**src/logic/amsq_pkg.sv**
```systemverilog
package amsq_pkg;

	localparam int CLK_HZ           = 50_000_000;
	localparam int CYC_PER_US       = CLK_HZ / 1_000_000;

	// Times as printed
	localparam int SETTLE_LONG_US   = 3000;
	localparam int SETTLE_SHORT_US  = 450;
	localparam int INTEG_FAST_US    = 250;
	localparam int INTEG_60_NS      = 16_667_000;
	localparam int INTEG_50_US      = 20_000;
	localparam int OPEN_TIE_US      = 50;
	localparam int SETTLE_UNIT_US   = 50;
	localparam int SCAN_MS          = 10;
	localparam int CONV_PER_S       = 1500;

	// Cycle counts
	localparam int SETTLE_LONG_CYC  = SETTLE_LONG_US * CYC_PER_US;
	localparam int SETTLE_SHORT_CYC = SETTLE_SHORT_US * CYC_PER_US;
	localparam int INTEG_FAST_CYC   = INTEG_FAST_US * CYC_PER_US;
	localparam int INTEG_60_CYC     = INTEG_60_NS / 1000 * CYC_PER_US + INTEG_60_NS % 1000 * CYC_PER_US / 1000;
	localparam int INTEG_50_CYC     = INTEG_50_US * CYC_PER_US;
	localparam int OPEN_TIE_CYC     = OPEN_TIE_US * CYC_PER_US;
	localparam int SETTLE_UNIT_CYC  = SETTLE_UNIT_US * CYC_PER_US;
	localparam int SCAN_CYC         = SCAN_MS * (CLK_HZ / 1000);
	localparam int CONV_MIN_CYC     = (CLK_HZ + CONV_PER_S - 1) / CONV_PER_S;
	localparam int FETCH_CYC        = 2;

	// Register offsets (byte addresses)
	localparam logic [7:0] REG_CTRL       = 8'h00;
	localparam logic [7:0] REG_SCHED_LEN  = 8'h04;
	localparam logic [7:0] REG_STATUS     = 8'h08;
	localparam logic [7:0] REG_RESULT     = 8'h0c;
	localparam logic [7:0] REG_BG_OFS     = 8'h10;
	localparam logic [7:0] REG_SCHED_BASE = 8'h40;

	localparam int CTRL_RUN      = 0;
	localparam int CTRL_CLR_OVR  = 1;
	localparam int STAT_BUSY     = 0;
	localparam int STAT_OVERRUN  = 1;
	localparam int STAT_IDX      = 8;
	localparam int RES_NAN       = 16;

	// Instruction word fields
	localparam int F_CHAN   = 0;
	localparam int F_SE     = 5;
	localparam int F_RNG    = 6;
	localparam int F_OD     = 9;
	localparam int F_INTEG  = 10;
	localparam int F_EXREV  = 12;
	localparam int F_INREV  = 13;
	localparam int F_MOFS   = 14;
	localparam int F_REPS   = 16;
	localparam int F_SETTLE = 24;

	// Range codes: 20, 50, 200, 1000, 5000 mV, auto
	localparam logic [2:0] RNG_20   = 3'h0;
	localparam logic [2:0] RNG_50   = 3'h1;
	localparam logic [2:0] RNG_200  = 3'h2;
	localparam logic [2:0] RNG_1000 = 3'h3;
	localparam logic [2:0] RNG_5000 = 3'h4;
	localparam logic [2:0] RNG_AUTO = 3'h5;

	localparam logic [1:0] INTEG_FAST = 2'h0;
	localparam logic [1:0] INTEG_60   = 2'h1;
	localparam logic [1:0] INTEG_50   = 2'h2;

	// Offset-binary code; full scale spans 60000 of 65536 codes
	localparam logic [16:0] CODE_MID = 17'h08000;
	localparam logic [16:0] FS_HALF  = 17'h07530;
	// 90% of each range below 5000 mV expressed in 5000 mV range codes (6 codes/mV)
	localparam logic [16:0] AR_LIM_20   = 17'h0006c;
	localparam logic [16:0] AR_LIM_50   = 17'h0010e;
	localparam logic [16:0] AR_LIM_200  = 17'h00438;
	localparam logic [16:0] AR_LIM_1000 = 17'h01518;

	typedef enum logic [3:0] {
		S_IDLE   = 4'h0,
		S_FETCH  = 4'h1,
		S_SETUP  = 4'h3,
		S_TIE    = 4'h2,
		S_SETTLE = 4'h6,
		S_INTEG  = 4'h7,
		S_CONV   = 4'h5,
		S_NEXT   = 4'h4,
		S_OUT    = 4'hc
	} amsq_state_e;

endpackage : amsq_pkg

```
**src/logic/amsq_mem_if.sv**
```systemverilog
`timescale 1ns/1ps
interface amsq_mem_if #(parameter int W = 32, parameter int AW = 4);
	logic          wr_en;
	logic [AW-1:0] wr_addr;
	logic [W-1:0]  wr_data;
	logic [AW-1:0] rd_addr;
	logic [W-1:0]  rd_data;
	modport ctrl (output wr_en, output wr_addr, output wr_data, output rd_addr, input rd_data);
	modport mem  (input wr_en, input wr_addr, input wr_data, input rd_addr, output rd_data);
endinterface : amsq_mem_if

```
**src/logic/amsq_sched_mem.sv**
```systemverilog
`timescale 1ns/1ps
module amsq_sched_mem #(
	parameter int W     = 32,
	parameter int DEPTH = 16
) (
	input wire logic clk,
	amsq_mem_if.mem  port
);
	logic [W-1:0] mem_q [DEPTH];

	always_ff @(posedge clk) begin
		if (port.wr_en) begin
			mem_q[port.wr_addr] <= port.wr_data;
		end
		port.rd_data <= mem_q[port.rd_addr];
	end
endmodule : amsq_sched_mem

```
**src/logic/amsq_sequencer.sv**
```systemverilog
// Our own choices: the address map and the plain strobed port.
`timescale 1ns/1ps
module amsq_sequencer #(
	parameter int DEPTH            = 16,
	parameter int SETTLE_LONG_CYC  = amsq_pkg::SETTLE_LONG_CYC,
	parameter int SETTLE_SHORT_CYC = amsq_pkg::SETTLE_SHORT_CYC,
	parameter int INTEG_FAST_CYC   = amsq_pkg::INTEG_FAST_CYC,
	parameter int INTEG_60_CYC     = amsq_pkg::INTEG_60_CYC,
	parameter int INTEG_50_CYC     = amsq_pkg::INTEG_50_CYC,
	parameter int SCAN_CYC         = amsq_pkg::SCAN_CYC,
	parameter int CONV_MIN_CYC     = amsq_pkg::CONV_MIN_CYC
) (
	input  wire logic        clk,
	input  wire logic        nrst,
	input  wire logic [7:0]  reg_addr,
	input  wire logic [31:0] reg_wdata,
	input  wire logic        reg_wr,
	input  wire logic        reg_rd,
	output logic      [31:0] reg_rdata,
	input  wire logic        adc_done_pin,
	input  wire logic [15:0] adc_code,
	output logic             adc_start,
	output logic      [4:0]  fe_channel,
	output logic             fe_single_ended,
	output logic      [2:0]  fe_range,
	output logic      [1:0]  fe_integ_sel,
	output logic             fe_exc_neg,
	output logic             fe_input_swap,
	output logic             fe_ground_short,
	output logic             fe_open_tie,
	output logic             fe_integrate,
	output logic             scan_tick,
	output logic             result_valid,
	output logic      [15:0] result_value,
	output logic             not_a_number_result
);
	localparam int AW = $clog2(DEPTH);
	localparam int CW = 20;

	if (DEPTH < 2 || DEPTH > 32 || (1 << AW) != DEPTH) begin : g_chk_depth
		$error("DEPTH must be a power of two from 2 to 32");
	end
	if (INTEG_50_CYC >= (1 << CW) || SCAN_CYC >= (1 << CW) || CONV_MIN_CYC < 1) begin : g_chk_cnt
		$error("Timing counts exceed counter width");
	end

	amsq_mem_if #(.W(32), .AW(AW)) mif ();
	amsq_sched_mem #(.W(32), .DEPTH(DEPTH)) u_mem (.clk(clk), .port(mif.mem));

	amsq_pkg::amsq_state_e state_q, state_d;
	logic [CW-1:0]        cnt_q, tgt, gap_q, scan_q;
	logic [31:0]          instr_q;
	logic [AW-1:0]        idx_q;
	logic [AW:0]          len_q;
	logic [7:0]           rep_q;
	logic [1:0]           seg_q;
	logic [2:0]           rng_q;
	logic                 ofs_ph_q, ar_ph_q, started_q, nan_q, run_q, overrun_q;
	logic signed [16:0]   ofs_val_q, bg_ofs_q;
	logic signed [18:0]   acc_q;
	logic [15:0]          code_q;
	logic [2:0]           done_s_q;
	logic                 done_lvl_q, done_rise;
	logic [31:0]          rd_mux, rdata_q;

	// Instruction fields
	wire [4:0] i_chan   = instr_q[amsq_pkg::F_CHAN +: 5];
	wire       i_se     = instr_q[amsq_pkg::F_SE];
	wire [2:0] i_rng    = instr_q[amsq_pkg::F_RNG +: 3];
	wire       i_od     = instr_q[amsq_pkg::F_OD];
	wire [1:0] i_integ  = instr_q[amsq_pkg::F_INTEG +: 2];
	wire       i_exr    = instr_q[amsq_pkg::F_EXREV];
	wire       i_inr    = instr_q[amsq_pkg::F_INREV] & ~i_se;
	wire       i_mofs   = instr_q[amsq_pkg::F_MOFS];
	wire [7:0] i_reps   = instr_q[amsq_pkg::F_REPS +: 8];
	wire [7:0] i_settle = instr_q[amsq_pkg::F_SETTLE +: 8];

	// Segment plan: excitation toggles on seg bit 0, inputs swap on the next bit, or on bit 0 when excitation does not reverse
	wire [1:0] nlog     = {1'b0, i_exr} + {1'b0, i_inr};
	wire [1:0] seg_last = 2'((3'h1 << nlog) - 3'h1);
	wire       meas_ph  = ~ofs_ph_q & ~ar_ph_q;
	wire       exc_neg  = meas_ph & i_exr & seg_q[0];
	wire       in_swap  = meas_ph & i_inr & (i_exr ? seg_q[1] : seg_q[0]);
	wire       fast     = ar_ph_q | (i_integ == amsq_pkg::INTEG_FAST);

	wire [CW-1:0] settle_cyc = (i_settle != 8'h00) ?
		CW'(i_settle * amsq_pkg::SETTLE_UNIT_CYC) :
		((i_integ == amsq_pkg::INTEG_FAST) ? CW'(SETTLE_SHORT_CYC) : CW'(SETTLE_LONG_CYC));
	wire [CW-1:0] integ_cyc  = fast ? CW'(INTEG_FAST_CYC) :
		((i_integ == amsq_pkg::INTEG_60) ? CW'(INTEG_60_CYC) : CW'(INTEG_50_CYC));
	wire [2:0]    cur_rng    = (ar_ph_q || rng_q == amsq_pkg::RNG_AUTO) ? amsq_pkg::RNG_5000 : rng_q;

	// Sample arithmetic on the 17-bit signed deviation from mid code
	wire signed [16:0] samp     = $signed({1'b0, code_q}) - $signed(amsq_pkg::CODE_MID);
	wire signed [16:0] ofs_use  = i_mofs ? ofs_val_q : bg_ofs_q;
	wire signed [16:0] corr     = i_se ? 17'(samp - ofs_use) : samp;
	wire               over     = (corr > $signed(amsq_pkg::FS_HALF)) ||
		(corr < -$signed(amsq_pkg::FS_HALF));
	wire signed [16:0] term     = (exc_neg ^ in_swap) ? 17'(-corr) : corr;
	wire signed [18:0] acc_sum  = acc_q + 19'(term);
	wire signed [18:0] avg      = acc_sum >>> nlog;
	wire        [16:0] mag      = samp[16] ? 17'(-samp) : samp;
	wire               timed_end = (cnt_q == tgt - CW'(1));
	wire               gap_ok    = (gap_q >= CW'(CONV_MIN_CYC - 1));
	wire               more_reps = (rep_q + 8'h01) < ((i_reps == 8'h00) ? 8'h01 : i_reps);
	wire [AW:0]        idx_nx    = {1'b0, idx_q} + (AW+1)'(1);

	function automatic logic [2:0] ar_pick(input logic [16:0] m, input logic od);
		logic [2:0] r;
		r = amsq_pkg::RNG_5000;
		if (m <= amsq_pkg::AR_LIM_20) begin
			r = amsq_pkg::RNG_20;
		end else if (m <= amsq_pkg::AR_LIM_50) begin
			r = amsq_pkg::RNG_50;
		end else if (m <= amsq_pkg::AR_LIM_200 || od) begin
			r = amsq_pkg::RNG_200;
		end else if (m <= amsq_pkg::AR_LIM_1000) begin
			r = amsq_pkg::RNG_1000;
		end
		return r;
	endfunction : ar_pick

	// Converter done pin: three flops, level changes once the last two agree
	assign done_rise = (done_s_q[1] == done_s_q[2]) & done_s_q[2] & ~done_lvl_q;
	always_ff @(posedge clk or negedge nrst) begin
		if (!nrst) begin
			done_s_q   <= 3'h0;
			done_lvl_q <= 1'b0;
		end else begin
			done_s_q <= {done_s_q[1:0], adc_done_pin};
			if (done_s_q[1] == done_s_q[2]) begin
				done_lvl_q <= done_s_q[2];
			end
		end
	end

	always_comb begin
		case (state_q)
			amsq_pkg::S_FETCH:  tgt = CW'(amsq_pkg::FETCH_CYC);
			amsq_pkg::S_TIE:    tgt = CW'(amsq_pkg::OPEN_TIE_CYC);
			amsq_pkg::S_SETTLE: tgt = settle_cyc;
			amsq_pkg::S_INTEG:  tgt = integ_cyc;
			default:            tgt = CW'(1);
		endcase
	end

	always_comb begin
		state_d = state_q;
		case (state_q)
			amsq_pkg::S_IDLE: begin
				if (scan_tick && run_q && len_q != '0) begin
					state_d = amsq_pkg::S_FETCH;
				end
			end
			amsq_pkg::S_FETCH: begin
				if (timed_end) begin
					state_d = amsq_pkg::S_SETUP;
				end
			end
			amsq_pkg::S_SETUP: begin
				state_d = (i_od && !ofs_ph_q && seg_q == 2'h0) ? amsq_pkg::S_TIE
					: amsq_pkg::S_SETTLE;
			end
			amsq_pkg::S_TIE: begin
				if (timed_end) begin
					state_d = amsq_pkg::S_SETTLE;
				end
			end
			amsq_pkg::S_SETTLE: begin
				if (timed_end) begin
					state_d = amsq_pkg::S_INTEG;
				end
			end
			amsq_pkg::S_INTEG: begin
				if (timed_end) begin
					state_d = amsq_pkg::S_CONV;
				end
			end
			amsq_pkg::S_CONV: begin
				if (started_q && done_rise) begin
					state_d = amsq_pkg::S_NEXT;
				end
			end
			amsq_pkg::S_NEXT: begin
				state_d = (meas_ph && seg_q == seg_last) ? amsq_pkg::S_OUT : amsq_pkg::S_SETUP;
			end
			amsq_pkg::S_OUT: begin
				if (more_reps) begin
					state_d = amsq_pkg::S_SETUP;
				end else if (idx_nx < len_q) begin
					state_d = amsq_pkg::S_FETCH;
				end else begin
					state_d = amsq_pkg::S_IDLE;
				end
			end
			default: state_d = amsq_pkg::S_IDLE;
		endcase
	end

	always_ff @(posedge clk or negedge nrst) begin
		if (!nrst) begin
			state_q <= amsq_pkg::S_IDLE;
			cnt_q   <= '0;
		end else begin
			state_q <= state_d;
			cnt_q   <= (state_d != state_q) ? '0 : cnt_q + CW'(1);
		end
	end

	// Conversion start and spacing guard
	always_ff @(posedge clk or negedge nrst) begin
		if (!nrst) begin
			adc_start <= 1'b0;
			started_q <= 1'b0;
			gap_q     <= CW'(CONV_MIN_CYC);
			code_q    <= '0;
		end else begin
			adc_start <= state_q == amsq_pkg::S_CONV && !started_q && !adc_start && gap_ok;
			started_q <= (state_q == amsq_pkg::S_CONV) && (started_q || adc_start);
			if (adc_start) begin
				gap_q <= '0;
			end else if (!gap_ok) begin
				gap_q <= gap_q + CW'(1);
			end
			if (done_rise) begin
				code_q <= adc_code;
			end
		end
	end

	// Measurement datapath
	always_ff @(posedge clk or negedge nrst) begin
		if (!nrst) begin
			instr_q <= '0; idx_q <= '0; rep_q <= '0; seg_q <= '0; rng_q <= '0;
			ofs_ph_q <= 1'b0; ar_ph_q <= 1'b0; ofs_val_q <= '0; acc_q <= '0; nan_q <= 1'b0;
		end else begin
			case (state_q)
				amsq_pkg::S_IDLE: idx_q <= '0;
				amsq_pkg::S_FETCH: if (timed_end) begin
					instr_q  <= mif.rd_data;
					rng_q    <= mif.rd_data[amsq_pkg::F_RNG +: 3];
					ar_ph_q  <= mif.rd_data[amsq_pkg::F_RNG +: 3] == amsq_pkg::RNG_AUTO;
					ofs_ph_q <= mif.rd_data[amsq_pkg::F_SE] & mif.rd_data[amsq_pkg::F_MOFS];
					rep_q <= '0; seg_q <= '0; acc_q <= '0; nan_q <= 1'b0;
				end
				amsq_pkg::S_NEXT: if (ofs_ph_q) begin
					ofs_val_q <= samp;
					ofs_ph_q  <= 1'b0;
				end else if (ar_ph_q) begin
					rng_q   <= ar_pick(mag, i_od);
					ar_ph_q <= 1'b0;
				end else begin
					acc_q <= acc_sum;
					nan_q <= nan_q | over;
					seg_q <= seg_q + 2'h1;
				end
				amsq_pkg::S_OUT: begin
					seg_q <= '0; acc_q <= '0; nan_q <= 1'b0;
					if (more_reps) begin
						rep_q   <= rep_q + 8'h01;
						ar_ph_q <= i_rng == amsq_pkg::RNG_AUTO;
						rng_q   <= i_rng;
					end else begin
						idx_q <= idx_q + AW'(1);
					end
				end
				default: ;
			endcase
		end
	end

	// Result is published from the last segment's accumulation
	always_ff @(posedge clk or negedge nrst) begin
		if (!nrst) begin
			result_valid        <= 1'b0;
			result_value        <= '0;
			not_a_number_result <= 1'b0;
		end else begin
			result_valid <= (state_q == amsq_pkg::S_NEXT) && meas_ph && (seg_q == seg_last);
			if (state_q == amsq_pkg::S_NEXT && meas_ph && seg_q == seg_last) begin
				result_value        <= (nan_q | over) ? 16'h0000 : avg[15:0];
				not_a_number_result <= nan_q | over;
			end
		end
	end

	// Scan period tick; a tick while running and busy is an overrun
	always_ff @(posedge clk or negedge nrst) begin
		if (!nrst) begin
			scan_q    <= '0;
			scan_tick <= 1'b0;
		end else begin
			scan_tick <= (scan_q == CW'(SCAN_CYC - 1));
			scan_q    <= (scan_q == CW'(SCAN_CYC - 1)) ? '0 : scan_q + CW'(1);
		end
	end

	// Register port
	wire wr_ctrl  = reg_wr && reg_addr == amsq_pkg::REG_CTRL;
	wire sched_hit = reg_addr >= amsq_pkg::REG_SCHED_BASE &&
		reg_addr < amsq_pkg::REG_SCHED_BASE + 8'(4 * DEPTH) && reg_addr[1:0] == 2'h0;
	wire [7:0] sched_off = reg_addr - amsq_pkg::REG_SCHED_BASE;
	wire ovr_set  = scan_tick && run_q && state_q != amsq_pkg::S_IDLE;

	assign mif.wr_en   = reg_wr && sched_hit;
	assign mif.wr_addr = sched_off[AW+1:2];
	assign mif.wr_data = reg_wdata;
	assign mif.rd_addr = idx_q;

	always_comb begin
		rd_mux = 32'h0000_0000;
		if (reg_addr == amsq_pkg::REG_CTRL) begin
			rd_mux[amsq_pkg::CTRL_RUN] = run_q;
		end else if (reg_addr == amsq_pkg::REG_SCHED_LEN) begin
			rd_mux[AW:0] = len_q;
		end else if (reg_addr == amsq_pkg::REG_STATUS) begin
			rd_mux[amsq_pkg::STAT_BUSY]    = state_q != amsq_pkg::S_IDLE;
			rd_mux[amsq_pkg::STAT_OVERRUN] = overrun_q;
			rd_mux[amsq_pkg::STAT_IDX +: AW] = idx_q;
		end else if (reg_addr == amsq_pkg::REG_RESULT) begin
			rd_mux[15:0] = result_value;
			rd_mux[amsq_pkg::RES_NAN] = not_a_number_result;
		end else if (reg_addr == amsq_pkg::REG_BG_OFS) begin
			rd_mux[15:0] = bg_ofs_q[15:0];
		end
	end

	always_ff @(posedge clk or negedge nrst) begin
		if (!nrst) begin
			run_q <= 1'b0; len_q <= '0; bg_ofs_q <= '0; overrun_q <= 1'b0; rdata_q <= '0;
		end else begin
			rdata_q <= reg_rd ? rd_mux : 32'h0000_0000;
			if (wr_ctrl) begin
				run_q <= reg_wdata[amsq_pkg::CTRL_RUN];
			end
			if (reg_wr && reg_addr == amsq_pkg::REG_SCHED_LEN) begin
				len_q <= (reg_wdata[AW:0] > (AW+1)'(DEPTH)) ? (AW+1)'(DEPTH) : reg_wdata[AW:0];
			end
			if (reg_wr && reg_addr == amsq_pkg::REG_BG_OFS) begin
				bg_ofs_q <= 17'($signed(reg_wdata[15:0]));
			end
			overrun_q <= ovr_set | (overrun_q & ~(wr_ctrl & reg_wdata[amsq_pkg::CTRL_CLR_OVR]));
		end
	end

	assign reg_rdata       = rdata_q;
	assign fe_channel      = i_chan;
	assign fe_single_ended = i_se;
	assign fe_range        = cur_rng;
	assign fe_integ_sel    = fast ? amsq_pkg::INTEG_FAST : i_integ;
	assign fe_exc_neg      = exc_neg;
	assign fe_input_swap   = in_swap;
	assign fe_ground_short = ofs_ph_q && state_q != amsq_pkg::S_IDLE;
	assign fe_open_tie     = state_q == amsq_pkg::S_TIE;
	assign fe_integrate    = state_q == amsq_pkg::S_INTEG;

	logic [CW-1:0] tie_len_q;
	always_ff @(posedge clk or negedge nrst) begin
		if (!nrst) begin
			tie_len_q <= '0;
		end else begin
			tie_len_q <= fe_open_tie ? tie_len_q + CW'(1) : '0;
		end
	end
endmodule : amsq_sequencer

```
**config.mk**
```make
export PLATFORM = sky130hd
export DESIGN_NAME = amsq_sequencer
export DESIGN_NICKNAME = d
export VERILOG_FILES = /design/src/logic/amsq_pkg.sv /design/src/logic/amsq_mem_if.sv /design/src/logic/amsq_sched_mem.sv /design/src/logic/amsq_sequencer.sv
export SDC_FILE = /design/constraint.sdc
export NUM_CORES = 1
export LEC_CHECK = 0
export ABC_AREA = 1
export BUFFER_PORTS_ARGS = -buffer_cell sky130_fd_sc_hd__buf_2
export CORE_MARGIN = 2
export CORE_UTILIZATION = 60
export CTS_BUF_LIST = sky130_fd_sc_hd__clkbuf_16
export DETAILED_ROUTE_END_ITERATION = 7
export PLACE_DENSITY = 0.78
export SLEW_MARGIN = 20
export SYNTH_ARGS = -nofsm -noshare
export SYNTH_HDL_FRONTEND = slang
export SYNTH_SLANG_ARGS = --single-unit
```
**constraint.sdc**
```tcl
create_clock -name clk -period 5.8 [get_ports clk]
set_clock_uncertainty 0.05 [all_clocks]
set_input_delay 1.16 -clock clk [delete_from_list [all_inputs] [get_ports clk]]
set_output_delay 1.16 -clock clk [all_outputs]
set_load 0.01 [all_outputs]
```
* Word-level counts from Yosys, hierarchy flattened
Memory sizes are Yosys's and may differ from the RTL's. A register that Yosys moved wholly into a read port is not among the register bits. Index checks and enable logic that the tools add are counted.
Cells by class: add/sub/neg operators 16, $mul 1, magnitude comparators 12, eq/ne operators 28, shifts and indexed selects 2, muxes and demuxes 76, bitwise gates (word level) 20, reductions and logical operators 48
Operator list (count):
- $mux 20 | 6
- $mux 17 | 5
- $pmux 20 s4 | 1
- $mux 16 | 4
- $add 20x1->20 const B | 3
- $mux 19 | 3
- $pmux 19 s3 | 1
- $mux 18 | 2
- $mux 4 | 9
- $pmux 4 s9 | 1
- $neg 17->17 | 2
- $mux 3 | 10
- $mux 8 | 3
- $eq 20x19->1 const B | 1
- $eq 20x20->1 | 1
- $ge 20x16->1 const B | 1
- $logic_and 1x1->1 | 20
- $sub 20x1->20 const B | 1
- $add 19x17->19 | 1
- $sshr 19x2->16 | 1
- $mul 8x10->18 const B | 1
- $gt 17x16->1 const B | 1
- $le 17x11->1 const B | 1
- $le 17x13->1 const B | 1
- 60 further kinds | 123
Storage, ports and cells: bits in registers 233, memory bits (writable) 512, bits of input ports 61, output and inout port bits 68, word-level logic and storage cells 232, memories kept 1
Memory list:
- u_mem.mem_q | depth 16, bits a word 32, rd ports 1, clocked after Yosys merged registers in 1, wr ports 1, RTL line amsq_sched_mem.sv:9 | logic [W-1:0] mem_q [DEPTH];

* Logic depth before layout (Yosys ltp)
word-level depth 11, gate-level depth with buffers 41, mapped depth without buffers 39

* Cells and area by module
A second synthesis with hierarchy kept.
Second synthesis, totals: cells, all modules 4348, area, all modules 39156.3 µm²
By module, submodules not included:
- amsq_sched_mem | times used 1, cells an instance 2120, area an instance 22730.6 µm², seq. area each 16015.4 µm²
- amsq_sequencer | times used 1, cells an instance 2228, area an instance 16425.8 µm², seq. area each 5788.1 µm²

* Worst setup path after synthesis
OpenSTA, ideal clock, no wires.
path type register to register, from reg instr_q[14], to reg result_value[13], setup time 0.131 ns, arrival 4.960 ns, data required time 5.619 ns, slack 0.659 ns, stages on the path, launching flop included 33, path buffers 2, period minus slack after synthesis 5.141 ns, cells stage by stage dfrtp_1 > clkbuf_1 > inv_1 > clkbuf_1 > nand2_1 > nand2_1 > ha_1 > inv_1 > fa_1 > nand2_1 > nand2_1 > o21ai_0 > xor2_1 > nand2_1 > o21ai_0 > inv_1 > nor2_1 > nand3_1 > nor3_1 > nor2_1 > xor2_1 > ha_1 > a21oi_1 > a21boi_0 > o21ai_0 > a21boi_0 > o21ai_0 > or2_2 > nand3_1 > o21ai_0 > nand2_1 > a21boi_0 > o21ai_0
Between the ends: word-level cells in the longest chain between the ends 8, elaborated cells between the ends (all ways) 12, those cells by class 3 x add/sub; 2 x order compare; 1 x shift; 4 x mux; 1 x bitwise; 1 x reduce/logical
RTL lines:
- from (decl) | RTL line amsq_sequencer.sv:52 | logic [31:0] instr_q;
- from (signal assigned) | RTL line amsq_sequencer.sv:240 | instr_q <= mif.rd_data;
- $mux 17 (*) | RTL line amsq_sequencer.sv:95 | wire signed [16:0] ofs_use = i_mofs ? ofs_val_q : bg_ofs_q;
- $sub 17x17->17 (*) | RTL line amsq_sequencer.sv:96 | wire signed [16:0] corr = i_se ? 17'(samp - ofs_use) : samp;
- $mux 17 (*) | RTL line amsq_sequencer.sv:96
- $neg 17->17 | RTL line amsq_sequencer.sv:99 | wire signed [16:0] term = (exc_neg ^ in_swap) ? 17'(-corr) : corr;
- $mux 17 | RTL line amsq_sequencer.sv:99
- $add 19x17->19 | RTL line amsq_sequencer.sv:100 | wire signed [18:0] acc_sum = acc_q + 19'(term);
- $sshr 19x2->16 | RTL line amsq_sequencer.sv:101 | wire signed [18:0] avg = acc_sum >>> nlog;
- $mux 16 (*) | RTL line amsq_sequencer.sv:281 | result_value <= (nan_q | over) ? 16'h0000 : avg[15:0];
- to (signal assigned) | RTL line amsq_sequencer.sv:281
- to (decl) | RTL line amsq_sequencer.sv:34 | output logic [15:0] result_value,
Every way passes the cells marked *; elsewhere a longest branch is shown, timed or not. A chain may end at the register's enable or synchronous reset.

* Worst setup path in the final report
from reg instr_q[29], to reg instr_q[21]
Between the ends: word-level cells in the longest chain between the ends 6, elaborated cells between the ends (all ways) 7, those cells by class 1 x add/sub; 1 x mul; 1 x eq/ne; 2 x mux; 2 x reduce/logical
RTL lines:
- $mul 8x10->18 or $reduce_bool 8->1 (tied branches) | RTL line amsq_sequencer.sv:87, amsq_sequencer.sv:86
- $mux 20 (*) | RTL line amsq_sequencer.sv:86 | wire [CW-1:0] settle_cyc = (i_settle != 8'h00) ?
- $pmux 20 s4 (*) | RTL line amsq_sequencer.sv:138 | case (state_q)
- $sub 20x1->20 (*) | RTL line amsq_sequencer.sv:103 | wire timed_end = (cnt_q == tgt - CW'(1));
- $eq 20x20->1 (*) | RTL line amsq_sequencer.sv:103
- $reduce_and 2->1 (no line) (*)
Marks and branches as above.

==> run summary <==
======================================================================================================
DRC errors left                                                                                      0
Largest cells by area after synthesis                                                     edfxtp_1 42%, dfrtp_1 16%, o21ai_0 6.3%
Total number of yosys warnings                                                                       0
TritonCTS clock tree                                                                               yes
Clock group share of total power                                                                 41.6%
Overall die height                                                                              247 um
Number of synthesized flops with an enable pin                                                     496
Pin count of the biggest net entering global routing                                               115
Endpoint kind of the worst setup timing path                                                 flip-flop
Synth cell types                                                                                    57
Area of all placed cells without fillers                                                   0.0393 mm^2
Gp weighted congestion                                                                           0.893
Antenna violations before repair                                                                     8
Count of hold-fix buffers inserted at cts                                                            0
Met2 layer usage reported by global route                                                        45.6%
GRT met1 Usage                                                                                   39.5%
Seq/Total Area, Yosys                                                                            60.0%
Synth Area per Inst                                                                          10.2 um^2
Fmax achieved                                                                                0.188 GHz
Cell Area, Synth                                                                           0.0355 mm^2
Synth top area share                                                                             41.9%
Die footprint                                                                              0.0612 mm^2
Min-Delay Path Class                                                                           reg2reg
Total wire length after detailed routing                                                      86400 um
Clk_lat worst skew                                                                              650 ps
Worst hold path stage count                                                                          0
Post-DRT Antenna Nets                                                                                0
R2R Path Start                                                                            instr_q[29]$_DFFE_PN0P_
Die Span X                                                                                      247 um
Count of input and output buffers                                                                  113
Sum of negative setup slack                                                                       0 ps
Most common cell in the netlist                                                                nand2_1
Global-route total usage across every layer                                                      28.4%
Final-report max-slew violation count                                                                0
Setup slack of the critical path after layout                                                   477 ps
Relative area change from synthesis to final layout                                              10.7%
R2R Setup Slk                                                                                   480 ps
Grt met3 use                                                                                     4.54%
Worst slew margin relative to its limit                                                          25.7%
Seq pwr share                                                                                    51.1%
Transition time of the tightest slew-check pin                                                 1110 ps
Root buffer cell                                                                             clkbuf_16
Post CTS Setup Buffer Count                                                                          0
Switching pwr                                                                                  2.74 mW
Busiest layer in global routing                                                                   met2
Final net count                                                                                   3746
Fraction of layout cells with a size suffix above 1                                              9.66%
Via count of the first global-routing pass                                                       24800
Placed cell areas                                                                          0.0368 mm^2
Most used flip-flop cell after synthesis                                                      edfxtp_1
Async set or reset register ratio after synthesis                                                30.5%
Maximum resistive drop on vdd                                                                 0.279 mV
Fillers                                                                                           4403
Final clock period utilization by the worst path                                                 91.8%
DR iter-0 viols                                                                                   2703
# IOs                                                                                              129
Master of the slowest instance on the critical path                                               fa_1
Relative contribution of combinational cells to total power                                       7.3%
Pleak                                                                                          16.2 nW
Register bit count reported by yosys                                                               758
Post-placement setup slack                                                                      254 ps
Worst Hold Path EP                                                                        done_s_q[1]$_DFF_PN0_
HPWL after DPL                                                                                54400 um
CTS Buf Count                                                                                       78
Count of standard-cell rows                                                                         89
Slowest Stage Delay on Critical Path                                                            600 ps
Crit path launch type                                                                        flip-flop
Reg-to-Reg End                                                                            instr_q[21]$_DFFE_PN0P_
Area leader, netlist                                                                          edfxtp_1
Critical path data required time                                                               6290 ps
Type of the worst setup path                                                                   reg2reg
Cell type with the highest occurrence count on the critical path                               nand2_1
Vias after detailed routing                                                                      26083
Sw frac                                                                                          23.9%
Clock transition at the register clock pins on the worst setup and hold paths after CTS          60 ps
Mean routed wirelength per cell                                                                19.6 um
Ratio of routed vias to standard cells                                                            5.91
Synthesized instance count                                                                        3492
Total setup violations reported at the end of the flow                                               0
First-pass GRT wire length                                                                   135000 um
Max cap viols                                                                                        0
Number of clock sinks seen by CTS                                                                  758
Arr. time, crit path                                                                           5810 ps
Outcome                                                                                   complete, no violations
Starting utilization of the core area                                                            60.4%
Commonest cells in the netlist                                                            583 x nand2_1, 496 x edfxtp_1, 445 x o21ai_0, 413 x nor2_1, 289 x inv_1
Pint                                                                                           8.74 mW
Final Hold Violating Endpoints                                                                       0
Grt ovf                                                                                              0
Clock period minus worst slack                                                                 5320 ps
Buffer depth of the longest clock path                                                               3
Source of the worst hold timing path                                                      done_s_q[0]$_DFF_PN0_
First-pass iteration count of the detailed router                                                    6
Final core utilization                                                                           66.9%
Unrepaired setup endpoints after global routing                                                   true
Power per Cell Area                                                                        292 mW/mm^2
Core region area                                                                           0.0588 mm^2
H-tree level count                                                                                   3
Critical path fanouts, max                                                                          38
Path depth of the worst reg2reg path                                                                26
======================================================================================================
## state kept, by name, summed over array words and instances (netlist names), 4 cells and up
register            flops
acc_q                  19
bg_ofs_q               16
cnt_q                  20
code_q                 16
gap_q                  20
idx_q                   4
instr_q                31
len_q                   5
ofs_val_q              16
reg_rdata              17
rep_q                   8
result_value           16
scan_q                 20
state_q                 4
u_mem.mem_q           496
u_mem.port.rd_data     31
## power groups by stage
stage	Sequential, mW	Clock [mW]	Combinational (mW)
after floorplan	5.95	0	0.577
after global placement	5.98	0	0.802
after detailed placement	5.98	0	0.815
after CTS	5.87	4.81	0.824
after global routing	5.87	5.02	0.951
final	5.87	4.78	0.836
## repair_timing
action / 4_1_cts / 5_1_grt
endpoints found under the setup margin: 0 / 55
resized for setup: 0 / 10
endpoints found under the hold margin: 0 / 0
## cell type report
cell class / instances / area, um^2 / area share [%]
Clock inverter: 65 / 450 / 1.15
Inverter: 302 / 1140 / 2.90
Tap cell: 773 / 967 / 2.46
Timing Repair Buffer: 150 / 878 / 2.23
Multi-Input combinational cell: 2279 / 12600 / 31.9
Antenna cell: 5 / 12.5 / 0.0318
Sequential cell: 758 / 21300 / 54.2
Clock buffer: 80 / 2000 / 5.09
## worst max-delay path, delay by kind of cell, from the launching register on
family | cells | cell delay, ps
and+or+nand+nor | 12 | 1260
adders and majority gates | 5 | 2170
buffers and inverters | 6 | 690
AOI/OAI and AO/OA | 3 | 560
DFF | 1 | 490
## per-stage QoR
stage / hold WS, ps / total power, mW / instances
3_3_place_gp: 286 / 6.78 / 4262
5_1_grt: 333 / 11.8 / 4409
6_report: 297 / 11.5 / 4412
4_1_cts: 298 / 11.5 / 4407
2_1_floorplan: 281 / 6.53 / 3506
3_5_place_dp: 285 / 6.79 / 4262
## routing by layer
metal  part of all wire [%]  wire length (um)
met5                  0.046                40
met4                    3.1              2700
met3                    8.4              7260
met2                     47             40400
met1                     42             36100
## worst max path at each step
| stage | from | end | cells after the start |
|---|---|---|---|
| after floorplan | instr_q[14]$_DFFE_PN0P_ | result_value[13]$_DFFE_PN0P_ | 32 |
| after global placement | instr_q[29]$_DFFE_PN0P_ | cnt_q[11]$_DFF_PN0_ | 27 |
| after detailed placement | instr_q[29]$_DFFE_PN0P_ | cnt_q[2]$_DFF_PN0_ | 27 |
| after CTS | instr_q[29]$_DFFE_PN0P_ | cnt_q[5]$_DFF_PN0_ | 27 |
| after global routing | code_q[0]$_DFFE_PN0P_ | result_value[13]$_DFFE_PN0P_ | 30 |
| final | instr_q[29]$_DFFE_PN0P_ | instr_q[21]$_DFFE_PN0P_ | 26 |
## cell usage in the layout (no fill, tap or decap), types with 9 or more instances in the layout
cell type / Yosys / layout
a21oi_1: 88 / 87
a31oi_1: 10 / 10
buf_2: 10 / 112
buf_4: 20 / 35
clkbuf_16: 0 / 80
clkinv_1: 4 / 15
clkinv_2: 0 / 12
conb_1: 1 / 15
dfrtp_1: 225 / 221
dfxtp_1: 31 / 31
edfxtp_1: 496 / 496
fa_1: 14 / 13
ha_1: 102 / 102
inv_1: 289 / 318
inv_2: 9 / 9
nand2_1: 583 / 583
nand3_1: 143 / 143
nand4_1: 26 / 26
nor2_1: 413 / 396
nor2_2: 26 / 26
nor2_4: 7 / 24
nor3_1: 33 / 33
nor4_1: 11 / 10
o211ai_1: 37 / 37
o21ai_0: 445 / 444
o221ai_1: 96 / 96
o22ai_1: 43 / 43
xnor2_1: 20 / 20
xor2_1: 81 / 81
## logic make-up after synthesis
logic type                 after synthesis  share of synthesized area (%)
muxes                                   13                          0.384
adders and majority gates              116                           4.38
AOI/OAI and AO/OA                      766                           12.6
and+or+nand+nor                       1268                           14.9
xor gates and xnor gates               101                           2.49
other                                    1                         0.0106
DFF                                    758                           60.0
buffers and inverters                  469                           5.26
(Power assumes the default switching activity.)
